`src/logic/mem_part_pkg.sv`:
```
// Package for the memory partition register bank.
// Assumes a 32-bit Avalon-MM slave with word addressing by byte offset.
package mem_part_pkg;

    // Byte offsets of the registers
    localparam logic [3:0] DATA_RAM_SIZE_OFF = 4'h0;
    localparam logic [3:0] USER_FLASH_BASE_OFF = 4'h4;
    localparam logic [3:0] FLASH_SIZE_OFF = 4'h8;
    localparam logic [3:0] BOUND_STATUS_OFF = 4'hC;

    // Legal data RAM sizes in bytes
    localparam logic [31:0] RAM_8K = 32'h0000_2000;
    localparam logic [31:0] RAM_16K = 32'h0000_4000;
    localparam logic [31:0] RAM_32K = 32'h0000_8000;
    localparam logic [31:0] RAM_64K = 32'h0001_0000;

    // User flash base field layout
    localparam int BASE_LSB = 11;
    localparam int BASE_MSB = 19;
    localparam int BASE_W = 9;
    localparam logic [8:0] BASE_RESET = 9'h000;

    // Default flash size for the bounds flag
    localparam logic [31:0] FLASH_SIZE_DEFAULT = 32'h0008_0000;

    // Read answers one cycle after the request is seen
    localparam int READ_WAIT = 1;

    typedef struct packed {
        logic [3:0] address;
        logic read;
        logic write;
        logic [3:0] byteenable;
        logic [31:0] writedata;
    } bus_req_type;

    typedef struct packed {
        logic [31:0] readdata;
        logic waitrequest;
    } bus_rsp_type;

endpackage

```
`src/logic/base_field.sv`:
```
// Holds the writable part of the user flash base register.
// Assumes a write strobe already decoded and qualified by the bus slave.
`timescale 1ns/10ps
`default_nettype none
module base_field (
    input wire logic clk,
    input wire logic rst_b,
    input wire logic wr_en,
    input wire logic [3:0] byteenable,
    input wire logic [31:0] wdata,
    output logic [31:0] value
);
    logic [mem_part_pkg::BASE_W-1:0] base_q;
    logic [mem_part_pkg::BASE_W-1:0] base_d;

    // Bits 19:16 sit in lane 2, bits 15:11 in lane 1
    assign base_d = {byteenable[2] ? wdata[19:16] : base_q[8:5],
                     byteenable[1] ? wdata[15:11] : base_q[4:0]};

    always_ff @(posedge clk or negedge rst_b) begin
        if (!rst_b) begin
            base_q <= mem_part_pkg::BASE_RESET;
        end else if (wr_en) begin
            base_q <= base_d;
        end
    end

    // Upper bits and low eleven bits read as zero
    assign value = {12'h000, base_q, 11'h000};

    a_base_write: assert property (@(posedge clk) disable iff (!rst_b)
        wr_en && byteenable[2] |=> base_q[8:5] == $past(wdata[19:16]))
        else $error("base field did not take written value");
    a_base_lowzero: assert property (@(posedge clk) disable iff (!rst_b)
        value[10:0] == 11'h000 && value[31:20] == 12'h000)
        else $error("fixed bits of base register not zero");
endmodule
`default_nettype wire

```
`src/logic/memory_partition_regs.sv`:
```
// Memory partition register bank behind an Avalon-MM slave.
// Assumes one synchronous master on REF_CLK, 32-bit data, byte offsets.
//
// Notes on behaviour
// - Data RAM size register is a fixed read-only byte count of legal size.
// - Bits 19:11 of user flash base are readable and writable.
// - Bits 10:0 of user flash base read zero; 2 KB step.
// - Reset clears user flash base to zero, all memory kernel mode.
// - Bits 31:20 of user flash base read zero, writes ignored.
`timescale 1ns/10ps
`default_nettype none
module memory_partition_regs #(
    parameter logic [31:0] RAM_BYTES = mem_part_pkg::RAM_64K
) (
    input wire logic REF_CLK,
    input wire logic RST_B,
    input wire logic [3:0] AVS_ADDRESS,
    input wire logic AVS_READ,
    input wire logic AVS_WRITE,
    input wire logic [3:0] AVS_BYTEENABLE,
    input wire logic [31:0] AVS_WRITEDATA,
    output logic [31:0] AVS_READDATA,
    output logic AVS_WAITREQUEST,
    output logic [31:0] USER_BASE_ADDR,
    output logic BASE_OVER_FLASH
);
    typedef enum logic [1:0] {IDLE, ANSWER, DONE} phase_type;

    mem_part_pkg::bus_req_type req;
    mem_part_pkg::bus_rsp_type rsp_q;
    mem_part_pkg::bus_rsp_type rsp_d;
    phase_type phase_q;
    phase_type phase_d;
    logic [31:0] flash_size_q;
    logic [31:0] user_base_q;
    logic over_q;
    logic [31:0] ram_size;
    logic ram_legal;
    logic [31:0] base_value;
    logic base_wr;
    logic flash_wr;
    logic [31:0] read_mux;
    logic [31:0] flash_size_d;
    logic over_d;
    logic sel_ram;
    logic sel_base;
    logic sel_flash;
    logic sel_status;
    logic take;
    logic answering;
    logic [31:0] status_word;

    assign req = '{address: AVS_ADDRESS, read: AVS_READ, write: AVS_WRITE,
                   byteenable: AVS_BYTEENABLE, writedata: AVS_WRITEDATA};

    function automatic logic hit(input logic [3:0] addr, input logic [3:0] off);
        hit = (addr == off);
    endfunction

    // Register selects from the byte offset
    assign sel_ram = hit(req.address, mem_part_pkg::DATA_RAM_SIZE_OFF);
    assign sel_base = hit(req.address, mem_part_pkg::USER_FLASH_BASE_OFF);
    assign sel_flash = hit(req.address, mem_part_pkg::FLASH_SIZE_OFF);
    assign sel_status = hit(req.address, mem_part_pkg::BOUND_STATUS_OFF);
    assign take = (phase_q == IDLE) && (req.read || req.write);
    assign answering = (phase_q == ANSWER);

    ram_size_const #(.RAM_BYTES(RAM_BYTES)) u_ram_size (
        .value(ram_size),
        .legal(ram_legal)
    );

    // Writes take effect in the cycle waitrequest drops
    assign base_wr = answering && req.write && sel_base;
    assign flash_wr = answering && req.write && sel_flash;

    base_field u_base (
        .clk(REF_CLK),
        .rst_b(RST_B),
        .wr_en(base_wr),
        .byteenable(req.byteenable),
        .wdata(req.writedata),
        .value(base_value)
    );

    // Byte-lane merge for the flash size word
    genvar lane;
    generate
        for (lane = 0; lane < 4; lane++) begin : g_lane
            assign flash_size_d[lane*8 +: 8] = (flash_wr && req.byteenable[lane]) ?
                req.writedata[lane*8 +: 8] : flash_size_q[lane*8 +: 8];
        end
    endgenerate

    // Unmapped offsets read zero; writes there are dropped
    assign status_word = {30'h0000_0000, ram_legal, over_q};
    assign read_mux = sel_ram ? ram_size :
                      sel_base ? base_value :
                      sel_flash ? flash_size_q :
                      sel_status ? status_word : 32'h0000_0000;

    // Flags a base beyond the flash size the software must respect
    assign over_d = base_value > flash_size_q;

    always_comb begin
        phase_d = phase_q;
        rsp_d = rsp_q;
        unique case (phase_q)
            IDLE: begin
                rsp_d.waitrequest = 1'b1;
                if (take) begin
                    phase_d = ANSWER;
                    rsp_d.waitrequest = 1'b0;
                    rsp_d.readdata = req.read ? read_mux : 32'h0000_0000;
                end
            end
            ANSWER: begin
                phase_d = DONE;
                rsp_d.waitrequest = 1'b1;
            end
            DONE: begin
                phase_d = IDLE;
                rsp_d.waitrequest = 1'b1;
            end
        endcase
    end

    always_ff @(posedge REF_CLK or negedge RST_B) begin
        if (!RST_B) begin
            phase_q <= IDLE;
            rsp_q <= '{readdata: 32'h0000_0000, waitrequest: 1'b1};
        end else begin
            phase_q <= phase_d;
            rsp_q <= rsp_d;
        end
    end

    always_ff @(posedge REF_CLK or negedge RST_B) begin
        if (!RST_B) begin
            flash_size_q <= mem_part_pkg::FLASH_SIZE_DEFAULT;
            user_base_q <= 32'h0000_0000;
            over_q <= 1'b0;
        end else begin
            flash_size_q <= flash_size_d;
            user_base_q <= base_value;
            over_q <= over_d;
        end
    end

    assign AVS_READDATA = rsp_q.readdata;
    assign AVS_WAITREQUEST = rsp_q.waitrequest;
    assign USER_BASE_ADDR = user_base_q;
    assign BASE_OVER_FLASH = over_q;

    // Fixed size word
    a_ram_size_fixed: assert property (@(posedge REF_CLK) disable iff (!RST_B)
        answering && $past(req.read) && $past(sel_ram)
        |-> AVS_READDATA == RAM_BYTES)
        else $error("ram size read wrong");

    a_ram_size_legal: assert property (@(posedge REF_CLK) disable iff (!RST_B)
        ram_legal)
        else $error("ram size not a legal value");

    a_ram_size_value: assert property (@(posedge REF_CLK) disable iff (!RST_B)
        ram_size == RAM_BYTES)
        else $error("ram size word differs from build value");

    a_ram_write_dropped: assert property (@(posedge REF_CLK) disable iff (!RST_B)
        answering && req.write && sel_ram
        |=> $stable(flash_size_q) && $stable(base_value))
        else $error("write to ram size changed a register");

    // Writable base field
    a_base_read: assert property (@(posedge REF_CLK) disable iff (!RST_B)
        answering && $past(req.read) && $past(sel_base)
        |-> AVS_READDATA == $past(base_value))
        else $error("base read does not match register");

    a_base_readback: assert property (@(posedge REF_CLK) disable iff (!RST_B)
        base_wr && req.byteenable[2:1] == 2'b11
        |=> ##1 user_base_q[19:11] == $past(req.writedata[19:11], 2))
        else $error("base write not seen on output");

    a_base_lane_keep: assert property (@(posedge REF_CLK) disable iff (!RST_B)
        base_wr && !req.byteenable[2]
        |=> base_value[19:16] == $past(base_value[19:16]))
        else $error("disabled lane of base changed");

    a_base_lane_low: assert property (@(posedge REF_CLK) disable iff (!RST_B)
        base_wr && req.byteenable[1]
        |=> base_value[15:11] == $past(req.writedata[15:11]))
        else $error("lane one of base not written");

    a_base_hold: assert property (@(posedge REF_CLK) disable iff (!RST_B)
        !base_wr
        |=> base_value == $past(base_value))
        else $error("base changed without a write");

    a_base_mirror: assert property (@(posedge REF_CLK) disable iff (!RST_B)
        USER_BASE_ADDR == $past(base_value))
        else $error("base output does not follow register");

    // Bits that always read zero
    a_base_low_zero: assert property (@(posedge REF_CLK) disable iff (!RST_B)
        USER_BASE_ADDR[10:0] == 11'h000)
        else $error("base low bits not zero");

    a_base_read_low: assert property (@(posedge REF_CLK) disable iff (!RST_B)
        answering && $past(req.read) && $past(sel_base)
        |-> AVS_READDATA[10:0] == 11'h000)
        else $error("base read low bits not zero");

    a_upper_zero: assert property (@(posedge REF_CLK) disable iff (!RST_B)
        USER_BASE_ADDR[31:20] == 12'h000)
        else $error("base upper bits not zero");

    a_upper_ignored: assert property (@(posedge REF_CLK) disable iff (!RST_B)
        base_wr && req.writedata[31:20] != 12'h000
        |=> base_value[31:20] == 12'h000)
        else $error("write reached base upper bits");

    a_base_read_high: assert property (@(posedge REF_CLK) disable iff (!RST_B)
        answering && $past(req.read) && $past(sel_base)
        |-> AVS_READDATA[31:20] == 12'h000)
        else $error("base read upper bits not zero");

    // Values held in reset
    a_reset_base_zero: assert property (@(posedge REF_CLK)
        !RST_B
        |-> USER_BASE_ADDR == 32'h0000_0000)
        else $error("base not zero in reset");

    a_reset_inner_zero: assert property (@(posedge REF_CLK)
        !RST_B
        |-> base_value == 32'h0000_0000)
        else $error("base register not zero in reset");

    a_reset_bus_idle: assert property (@(posedge REF_CLK)
        !RST_B
        |-> AVS_WAITREQUEST && AVS_READDATA == 32'h0000_0000)
        else $error("bus outputs not idle in reset");

    a_reset_flash_default: assert property (@(posedge REF_CLK)
        !RST_B
        |-> flash_size_q == mem_part_pkg::FLASH_SIZE_DEFAULT && !BASE_OVER_FLASH)
        else $error("flash size or flag wrong in reset");

    // Flash size word and bound flag
    a_over_flag: assert property (@(posedge REF_CLK) disable iff (!RST_B)
        over_q == $past(base_value > flash_size_q))
        else $error("bound flag does not track base");

    a_flash_write: assert property (@(posedge REF_CLK) disable iff (!RST_B)
        flash_wr && req.byteenable == 4'hF
        |=> flash_size_q == $past(req.writedata))
        else $error("flash size write lost");

    a_flash_hold: assert property (@(posedge REF_CLK) disable iff (!RST_B)
        !flash_wr
        |=> $stable(flash_size_q))
        else $error("flash size changed without a write");

    a_flash_read: assert property (@(posedge REF_CLK) disable iff (!RST_B)
        answering && $past(req.read) && $past(sel_flash)
        |-> AVS_READDATA == $past(flash_size_q))
        else $error("flash size read wrong");

    a_status_read: assert property (@(posedge REF_CLK) disable iff (!RST_B)
        answering && $past(req.read) && $past(sel_status)
        |-> AVS_READDATA == {30'h0000_0000, $past(ram_legal), $past(over_q)})
        else $error("status read wrong");

    // Bus handshake
    a_wait_release: assert property (@(posedge REF_CLK) disable iff (!RST_B)
        phase_q == IDLE && (AVS_READ || AVS_WRITE)
        |=> !AVS_WAITREQUEST ##1 AVS_WAITREQUEST [*2])
        else $error("waitrequest sequence wrong");

    a_wait_phase: assert property (@(posedge REF_CLK) disable iff (!RST_B)
        AVS_WAITREQUEST == !answering)
        else $error("waitrequest low outside the answer cycle");

    a_phase_step: assert property (@(posedge REF_CLK) disable iff (!RST_B)
        answering
        |=> phase_q == DONE ##1 phase_q == IDLE)
        else $error("answer not followed by the rest cycles");

    a_read_hold: assert property (@(posedge REF_CLK) disable iff (!RST_B)
        !take
        |=> $stable(AVS_READDATA))
        else $error("read data moved without a request");

    a_write_data_zero: assert property (@(posedge REF_CLK) disable iff (!RST_B)
        take && !req.read
        |=> AVS_READDATA == 32'h0000_0000)
        else $error("write answer carries read data");

    a_unmapped_zero: assert property (@(posedge REF_CLK) disable iff (!RST_B)
        answering && $past(req.read) &&
        !$past(sel_ram || sel_base || sel_flash || sel_status)
        |-> AVS_READDATA == 32'h0000_0000)
        else $error("unmapped read not zero");

    a_write_window: assert property (@(posedge REF_CLK) disable iff (!RST_B)
        base_wr || flash_wr
        |-> !AVS_WAITREQUEST)
        else $error("register written outside the answer cycle");

    // Main scenarios
    c_read_ram: cover property (@(posedge REF_CLK) disable iff (!RST_B)
        answering && req.read && sel_ram);
    c_write_base: cover property (@(posedge REF_CLK) disable iff (!RST_B)
        base_wr);
    c_write_flash: cover property (@(posedge REF_CLK) disable iff (!RST_B)
        flash_wr);
    c_read_status: cover property (@(posedge REF_CLK) disable iff (!RST_B)
        answering && req.read && sel_status);
    c_over: cover property (@(posedge REF_CLK) disable iff (!RST_B)
        $rose(over_q));
endmodule
`default_nettype wire

```
`src/logic/ram_size_const.sv`:
```
// Supplies the fixed data RAM size word.
// Assumes the size parameter is set to one of the legal values at build time.
`timescale 1ns/10ps
`default_nettype none
module ram_size_const #(
    parameter logic [31:0] RAM_BYTES = mem_part_pkg::RAM_64K
) (
    output logic [31:0] value,
    output logic legal
);
    assign value = RAM_BYTES;
    assign legal = (RAM_BYTES == mem_part_pkg::RAM_8K) ||
                   (RAM_BYTES == mem_part_pkg::RAM_16K) ||
                   (RAM_BYTES == mem_part_pkg::RAM_32K) ||
                   (RAM_BYTES == mem_part_pkg::RAM_64K);
endmodule
`default_nettype wire

```
`config.mk`:
```
export PLATFORM = sky130hd
export DESIGN_NAME = memory_partition_regs
export DESIGN_NICKNAME = d
export VERILOG_FILES = /design/src/logic/mem_part_pkg.sv /design/src/logic/base_field.sv /design/src/logic/memory_partition_regs.sv /design/src/logic/ram_size_const.sv
export SDC_FILE = /design/constraint.sdc
export NUM_CORES = 1
export LEC_CHECK = 0
export BUFFER_PORTS_ARGS = -buffer_cell sky130_fd_sc_hd__buf_2
export CORE_ASPECT_RATIO = 1.25
export CORE_MARGIN = 4
export CORE_UTILIZATION = 35
export CTS_BUF_LIST = sky130_fd_sc_hd__clkbuf_4 sky130_fd_sc_hd__clkbuf_8
export DETAILED_ROUTE_END_ITERATION = 7
export MAX_ROUTING_LAYER = met4
export PLACE_DENSITY_LB_ADDON = 0.15
export SYNTH_ARGS = -nofsm -noshare
export SYNTH_HDL_FRONTEND = slang
export SYNTH_SLANG_ARGS = --single-unit
```
`constraint.sdc`:
```
create_clock -name REF_CLK -period 4.8 [get_ports REF_CLK]
set_input_delay 0.96 -clock REF_CLK [delete_from_list [all_inputs] [get_ports REF_CLK]]
set_output_delay 0.96 -clock REF_CLK [all_outputs]
set_load 0.01 [all_outputs]
```
## Word level (Yosys, flattened, before mapping)

Index checks and enable logic that the tools add are counted.
Widths: inputs -> output; s select.

- Order comparisons: 1
- Equal/unequal tests: 6
- Muxes and demuxes: 9
- Reductions and logical operators: 15

Operators by type and width:

| kind | number |
|---|---|
| $mux 32 | 4 |
| $gt 20x32->1 | 1 |
| $eq 4x4->1 const B | 2 |
| $logic_and 1x1->1 | 8 |
| $pmux 2 s3 | 1 |
| $reduce_and 2->1 | 3 |
| $eq 4x3->1 const B | 1 |
| $logic_not 4->1 | 1 |
| $mux 2 | 2 |
| $eq 2x1->1 const B | 1 |
| $eq 2x2->1 const B | 1 |
| $logic_not 2->1 | 1 |
| $ne 2x2->1 const B | 1 |
| $pmux 1 s2 | 1 |
| $reduce_or 2->1 | 1 |
| $logic_or 1x1->1 | 1 |
| $mux 1 | 1 |

- Bits in registers: 86
- Bits of input ports: 44
- Output and inout bits: 66
- Word-level logic and storage cells: 42

## Depth between registers and ports, before layout

Gate-level depths: netlist of run 1.

- Depth after elaboration: 6
- Mapped depth: 6

## Hierarchy

A second synthesis of run 1 with hierarchy kept.

- Cells, all modules: 526
- Area total of the unflattened synthesis: 5661.7 µm²

Modules (own cells, without submodules):

| module | instances | cells each | area an instance (µm²) |
|---|---|---|---|
| memory_partition_regs | 1 | 447 | 4890.9 |
| base_field | 1 | 44 | 515.5 |
| ram_size_const | 1 | 35 | 255.2 |

## Worst setup path before layout of run 1

Ideal clock, no wire load.

- Path kind: input to register
- Start point: input AVS_ADDRESS[2]
- End point: register flash_size_q[0]
- Library setup time: 0.125 ns
- Arrival time: 2.298 ns
- Path slack: 2.377 ns
- Cell stages on the path: 6
- Buffers on the path: 2
- Cell sequence: buf_6 > nor4b_4 > and3_1 > buf_6 > nand2_8 > mux2_4

- Word-level cells in the longest chain between the ends: 3

RTL lines:

| element | RTL line | source |
|---|---|---|
| start: declaration | memory_partition_regs.sv:17 | `input wire logic [3:0] AVS_ADDRESS,` |
| $eq 4x4->1 | memory_partition_regs.sv:57 | `hit = (addr == off);` |
| $logic_and 1x1->1 | memory_partition_regs.sv:75 | `assign flash_wr = answering && req.write && sel_flash;` |
| $logic_and 1x1->1 | memory_partition_regs.sv:90 | `assign flash_size_d[lane*8 +: 8] = (flash_wr && req.byteenable[lane]) ?` |
| end signal: assignment | memory_partition_regs.sv:140 | `flash_size_q <= mem_part_pkg::FLASH_SIZE_DEFAULT;` |
| end signal: assignment | memory_partition_regs.sv:144 | `flash_size_q <= flash_size_d;` |
| end: declaration | memory_partition_regs.sv:34 | `logic [31:0] flash_size_q;` |

Every way passes these cells.
A chain may end at the register's enable or synchronous reset.

## Worst setup path in the final report of run 1

- Start point: input AVS_ADDRESS[2]
- End point: register flash_size_q[12]

The elaborated chain is that of the path after synthesis.

==> results.md, run 1 <==
* Synth area leaders: dfrtp_1, mux2_4, a22o_1
* MaxCap Viol Count at 0
* Critical path class: primary input to flop
* WP data arrival at 2.96 ns
* Resize count post-CTS at 0
* Vias in the first global route at 2487
* Async S/R FF share, synth at 100%
* Seq. cell area at 0.00215 sq mm
* CTS tree: built
* Clock slew at reported path FFs at 0.08 ns
* Yosys top cell area share at 54.6%
* Post-synth top area cell: dfrtp_1
* RePlAce Congestion at 0.796
* Grt total ovfl at 0
* Cts bufs inserted at 9
* Hold path cells at 0
* CTS HTree Levels at 3
* Hold endpoint: USER_BASE_ADDR[15]
* CP Data Required Time at 5.04 ns
* # rows at 42
* Worst setup margin at 2.09 ns
* Wire length per cell at 16.8 um
* Final period util at 56.5%
* Switching Share at 31.2%
* Final core occ at 42.3%
* Via density at 4.71
* Slowest-stage cell, CP: and3_1
* Hold Buf Count CTS at 0
* Final cell count without fillers at 507
* Root buffer cell: clkbuf_8
* Critical path endpoint category: flop
* Syn Area/Cell at 13.7 sq um
* Cell depth of the worst flop-to-flop path at 5
* Die width at 102 um
* Most frequent cells after synthesis: dfrtp_1, mux2_4, buf_4
* DIE AREA at 0.0128 sq mm
* ANT cells at 0
* Reg2reg end: flash_size_q[12]
* DP HPWL at 6.26 mm
* # fillers at 1021
* Crit path cell chain: buf_2 > nor4b_4 > and3_1 > nand2_8 > mux2_4
* Outcome: finished, final reports clean
* Cell with the most instances after synthesis: dfrtp_1
* Comb power frac at 25.3%
* DR vias at 2389
* Syn Std Cell Area at 0.00385 sq mm
* Drc violations at 0
* Crit path buffers/inverters at 1
* CTS sink cnt at 86
* Count of input and output buffers at 86
* Pwr Density at 430 mW/mm^2
* Slew headroom at 28.0%
* Top_reg_cell synth: dfrtp_1
* Sequential Power Share at 49.1%
* Clk Latency, worst-skew pair at 0.36 ns
* Post-Place Worst Slack at 1.69 ns
* Multi-input gate area in the final layout at 0.00152 sq mm
* Final Hold Viols at 0
* Unrepaired setup endpoints after global routing: no
* Drt pass-1 iters at 4
* First-pass GRT wire length at 13.5 mm
* Synth-to-Final Area Change at 17.3%
* Yosys cell types at 33
* Clk_skew at 0.00806 ns
* Setup violators final at 0
* Flops & latches, synth at 86
* LEAKAGE at 2.41 nW
* FF-to-FF Start: phase_q[1]
* Yosys warns at 0
* Layout cell share with drive strength beyond 1 at 41.9%
* Tmin final at 2.71 ns
* Clock buffer depth at 2
* Initial antenna violation count at 0
* Sequential-to-total area share from yosys stat at 56.0%
* Layout Nets at 425
* Fin Setup TNS at 0 ns
* DRT Wirelength at 8.51 mm
* Fin. max-slew vios at 0
* CP Launch Type: primary input
* Worst Path Max Fanout at 10
* Clock Power Share at 25.6%
* CP max stage delay at 0.74 ns
* EDFF count, synth at 0
* Cells after synthesis at 280
* Worst Hold Class: flop to flop
* Chip Height at 125 um
* Peak VDD IR at 0.000153 V
* Initial DRC Count at 82
* ANT nets after route at 0
* Hold Crit Start: u_base.base_q[4]
* Placed cell count at 491
* Largest net degree at the start of global routing at 87
* Core area at 0.0107 sq mm
* Fmax achieved at 369 MHz
* Flop2flop setup slack at 2.83 ns
* Initial Utilization at 36.1%
* Worst Hold Slack at 0.447 ns
* Ports at 110
* Gr usage total at 14.4%
* Setup bufs post-CTS at 0
* Delay-heaviest family, CP: simple AND/OR/NAND/NOR gates
* Least-Margin Pin Slew at 1.08 ns
* Switching pwr at 0.606 mW
* Int Pwr at 1.34 mW
final cells by class:
| type | count | area share [%] |
|---|---|---|
| Clock buffer | 9 | 2.74 |
| Inverter | 12 | 0.998 |
| Multi-Input combinational cell | 174 | 33.7 |
| Timing Repair Buffer | 87 | 9.76 |
| Sequential cell | 86 | 47.7 |
| Clock inverter | 7 | 1.44 |
| Tap cell | 132 | 3.66 |
cells in the final DEF (no fill, tap or decap), types with 3 or more instances in the layout:
cell type / synthesis / routed
conb_1: 1 / 23
a22oi_1: 8 / 8
ha_1: 11 / 11
a21oi_1: 3 / 3
nand4_1: 4 / 4
nand2_1: 17 / 17
inv_1: 12 / 12
mux2_2: 10 / 10
nand2_8: 4 / 4
nor2_1: 4 / 4
o21ai_0: 15 / 15
nand3_1: 3 / 3
clkinv_2: 0 / 4
dfrtp_1: 84 / 84
buf_2: 2 / 85
clkbuf_8: 0 / 9
nor4_1: 6 / 6
mux2_4: 32 / 32
a22o_1: 21 / 21
stage by stage:
stage	power, mW	instance area, sq um
after floorplan	1.30	3930
after global placement	1.46	4330
after detailed placement	1.47	4330
after CTS	1.98	4510
after global routing	2.07	4510
final	1.94	4510
flip-flops by register name (all words and copies together), names as in the netlist:
register / cells
AVS_WAITREQUEST: 1
u_base.base_q: 9
BASE_OVER_FLASH: 1
AVS_READDATA: 32
USER_BASE_ADDR: 9
phase_q: 2
flash_size_q: 32
logic make-up after synthesis:
logic type	synth area share, %
flip-flops	56.0
AO/OA/AOI/OAI	9.46
AND/OR/NAND/NOR	8.45
multiplexers	15.7
buffers and inverters	6.79
adder cells (fa/ha/maj)	3.57
other	0.0974
worst max path at each step:
stage / start / endpoint / slack, ns / cells past startpoint
2_1_floorplan: AVS_ADDRESS[2] / flash_size_q[0] / 2.38 / 6
3_3_place_gp: AVS_ADDRESS[2] / flash_size_q[16] / 1.76 / 5
3_5_place_dp: AVS_ADDRESS[2] / flash_size_q[9] / 1.69 / 5
4_1_cts: AVS_ADDRESS[2] / flash_size_q[9] / 2.09 / 5
5_1_grt: AVS_ADDRESS[2] / flash_size_q[8] / 2.02 / 5
6_report: AVS_ADDRESS[2] / flash_size_q[12] / 2.09 / 5
power by group through the flow:
stage | combinational (mW) | sequential [mW] | clock, mW
floorplan | 0.337 | 0.958 | 0
global placement | 0.491 | 0.969 | 0
detailed placement | 0.501 | 0.968 | 0
CTS | 0.504 | 0.955 | 0.516
global route | 0.549 | 0.972 | 0.547
finish | 0.492 | 0.954 | 0.497
per-layer routing:
metal  up-vias  global-route usage (%)  wire (um)
met5         -                       -          0
met4         0                    5.40        138
met3        12                    3.84        498
met2        69                    21.6       4160
met1      1165                    18.8       3710
li1       1143                       -          -
Power figures use the tool's default switching activity.
==> run 2, diff against run 1 <==
ABC_AREA = 1   (was not set)
clock period = 2.4 ns   (was 4.8 ns; I/O delays follow)
==> results.md, run 2 <==
* Clock Power Share at 26.5% (+0.9 points)
* Fin. max-slew vios at 0 (unchanged)
* Resize count post-CTS at 0 (unchanged)
* Clk_skew at 0.00862 ns (+0.000557 ns)
* LEAKAGE at 2.57 nW (+6.6%)
* Critical path class: flop to flop
* CTS tree: built
* Hold Buf Count CTS at 0 (unchanged)
* Largest net degree at the start of global routing at 53 (-39%)
* DRT Wirelength at 8.85 mm (+3.9%)
* Post-synth top area cell: dfrtp_1
* Setup violators final at 0 (unchanged)
* Syn Area/Cell at 9.37 sq um (-32%)
* Unrepaired setup endpoints after global routing: no
* WP data arrival at 1.99 ns (-0.97 ns)
* Tmin final at 1.70 ns
* Setup bufs post-CTS at 0 (unchanged)
* EDFF count, synth at 0 (unchanged)
* Switching Share at 32.5% (+1.2 points)
* Sequential Power Share at 47.5% (-1.6 points)
* Clk Latency, worst-skew pair at 0.36 ns (about the same)
* Initial antenna violation count at 0 (unchanged)
* Cts bufs inserted at 9 (unchanged)
* Drc violations at 0 (unchanged)
* CTS HTree Levels at 3 (unchanged)
* Fin Setup TNS at 0 ns (unchanged)
* Synth area leaders: dfrtp_1, nand2_1, o21ai_0
* Clock buffer depth at 2 (unchanged)
* Chip Height at 126 um (+0.92%)
* Most frequent cells after synthesis: nand2_1, dfrtp_1, inv_1
* Final period util at 70.7%
* # rows at 43 (+2.4%)
* Initial DRC Count at 70 (-15%)
* Fmax achieved at 590 MHz
* Synth-to-Final Area Change at 18.0%
* Vias in the first global route at 2745 (+10%)
* CP Launch Type: flop
* ANT cells at 0 (unchanged)
* Worst Path Max Fanout at 8 (-2)
* Wire length per cell at 13.6 um (-19%)
* Pwr Density at 878 mW/mm^2 (+100%)
* Grt total ovfl at 0 (unchanged)
* Int Pwr at 2.75 mW (+110%)
* Peak VDD IR at 0.000382 V (+150%)
* Top_reg_cell synth: dfrtp_1
* DP HPWL at 6.65 mm (+6.2%)
* Layout cell share with drive strength beyond 1 at 28.7% (-13 points)
* Syn Std Cell Area at 0.00393 sq mm (+2.0%)
* Die width at 103 um (+0.91%)
* Count of input and output buffers at 86 (unchanged)
* ANT nets after route at 0 (unchanged)
* Worst setup margin at 0.704 ns (-1.38 ns)
* CP Data Required Time at 2.69 ns (-2.35 ns)
* Flops & latches, synth at 86 (unchanged)
* Clock slew at reported path FFs at 0.08 ns (about the same)
* Initial Utilization at 35.6% (-0.49 points)
* DIE AREA at 0.0130 sq mm (+1.8%)
* Ports at 110 (unchanged)
* Outcome: finished, final reports clean
* Most frequent cells in the layout: nand2_1, buf_2, dfrtp_1, inv_1, o21ai_0
* Cell with the most instances after synthesis: nand2_1
* Sequential-to-total area share from yosys stat at 54.9% (-1.1 points)
* Layout Nets at 566 (+33%)
* Yosys cell types at 29 (-12%)
* Worst Hold Class: primary input to async pin
* Comb power frac at 25.9% (+0.6 points)
* Switching pwr at 1.32 mW (+120%)
* CTS sink cnt at 86 (unchanged)
* Post-Place Worst Slack at 0.692 ns (-1.00 ns)
* Gr usage total at 14.5% (+0.072 points)
* Async S/R FF share, synth at 100% (unchanged)
* Core area at 0.0110 sq mm (+3.4%)
* Slew headroom at 52.6% (+25 points)
* Critical path endpoint category: flop
* Cells after synthesis at 419 (+50%)
* First-pass GRT wire length at 14.0 mm (+3.8%)
* # fillers at 1119 (+9.6%)
* RePlAce Congestion at 0.817 (+2.7%)
* Tot Pwr at 4.07 mW (+110%)
* Least-Margin Pin Slew at 0.708 ns (-0.372 ns)
* Final Hold Viols at 0 (unchanged)
* Drt pass-1 iters at 4 (unchanged)
* MaxCap Viol Count at 0 (unchanged)
* Commonest non-fill, non-tap cell in the layout: nand2_1
* Yosys top cell area share at 53.5% (-1.1 points)
* Root buffer cell: clkbuf_8
* DR vias at 2906 (+22%)
* Via density at 4.47 (-5.1%)
* Yosys warns at 0 (unchanged)
-- run 2: power by group through the flow --
stage / Clock [mW] / Combinational [mW] / Sequential [mW]
2_1_floorplan: 0 / 0.656 / 1.98
3_3_place_gp: 0 / 1.06 / 1.96
3_5_place_dp: 0 / 1.08 / 1.96
4_1_cts: 1.13 / 1.08 / 1.94
5_1_grt: 1.17 / 1.22 / 1.97
6_report: 1.08 / 1.06 / 1.93
-- run 2: final timing paths --
kind                            slack (ns)                 end  cells after the start              start
worst max-delay path                  0.70    AVS_READDATA[11]                      6         phase_q[0]
worst min-delay path                  0.08    AVS_READDATA[11]                      1              RST_B
worst max register to register        0.70    AVS_READDATA[11]                      6         phase_q[0]
worst min register to register        0.45  USER_BASE_ADDR[17]                      0   u_base.base_q[6]
max in group asynchronous             1.61     AVS_WAITREQUEST                      2              RST_B
min in group REF_CLK                  0.36    flash_size_q[19]                      3  AVS_WRITEDATA[19]
-- run 2: per-stage QoR --
stage          utilization [%]  instances  hold slack [ns]  instance area [sq um]
3_5_place_dp              40.1        635            0.436                   4430
2_1_floorplan                -        441            0.184                   4010
3_3_place_gp              40.1        635            0.438                   4430
5_1_grt                   42.0        650           0.0891                   4630
4_1_cts                   42.0        650           0.0691                   4630
6_report                  42.0        650           0.0788                   4630
-- run 2: worst max-delay path, cell delays in order (launching register included) --
cell and delay, ns:
dfrtp_1 0.41, inv_1 0.07, ha_1 0.20, nand2_1 0.12
a31oi_1 0.56, nand2_1 0.18, nand2_1 0.10
-- run 2: cells by family after synthesis --
| kind of cell | share of synthesized area, % |
|---|---|
| adder cells (fa/ha/maj) | 3.51 |
| AND/OR/NAND/NOR | 17.4 |
| AO/OA/AOI/OAI | 13.0 |
| buffers and inverters | 11.1 |
| flip-flops | 54.9 |
| other | 0.0955 |
-- run 2: final cells by class --
type / instances / area [sq um] / share of cell area [%]
clock buffer: 10 / 131 / 2.83
sequential: 86 / 2150 / 46.5
clock inverter: 5 / 75.1 / 1.62
tap: 135 / 169 / 3.64
inverter: 51 / 191 / 4.13
timing repair buffer: 92 / 490 / 10.6
multi-input combinational: 271 / 1420 / 30.7
-- run 2: metal layers --
metal	share of wire (%)	vias up	wire length, um	GRT usage (%)
li1	-	1460	-	-
met1	44	1344	3900	18.4
met2	48	86	4220	22.5
met3	6.0	16	532	2.86
met4	2.1	0	190	6.17
met5	0	-	0	-
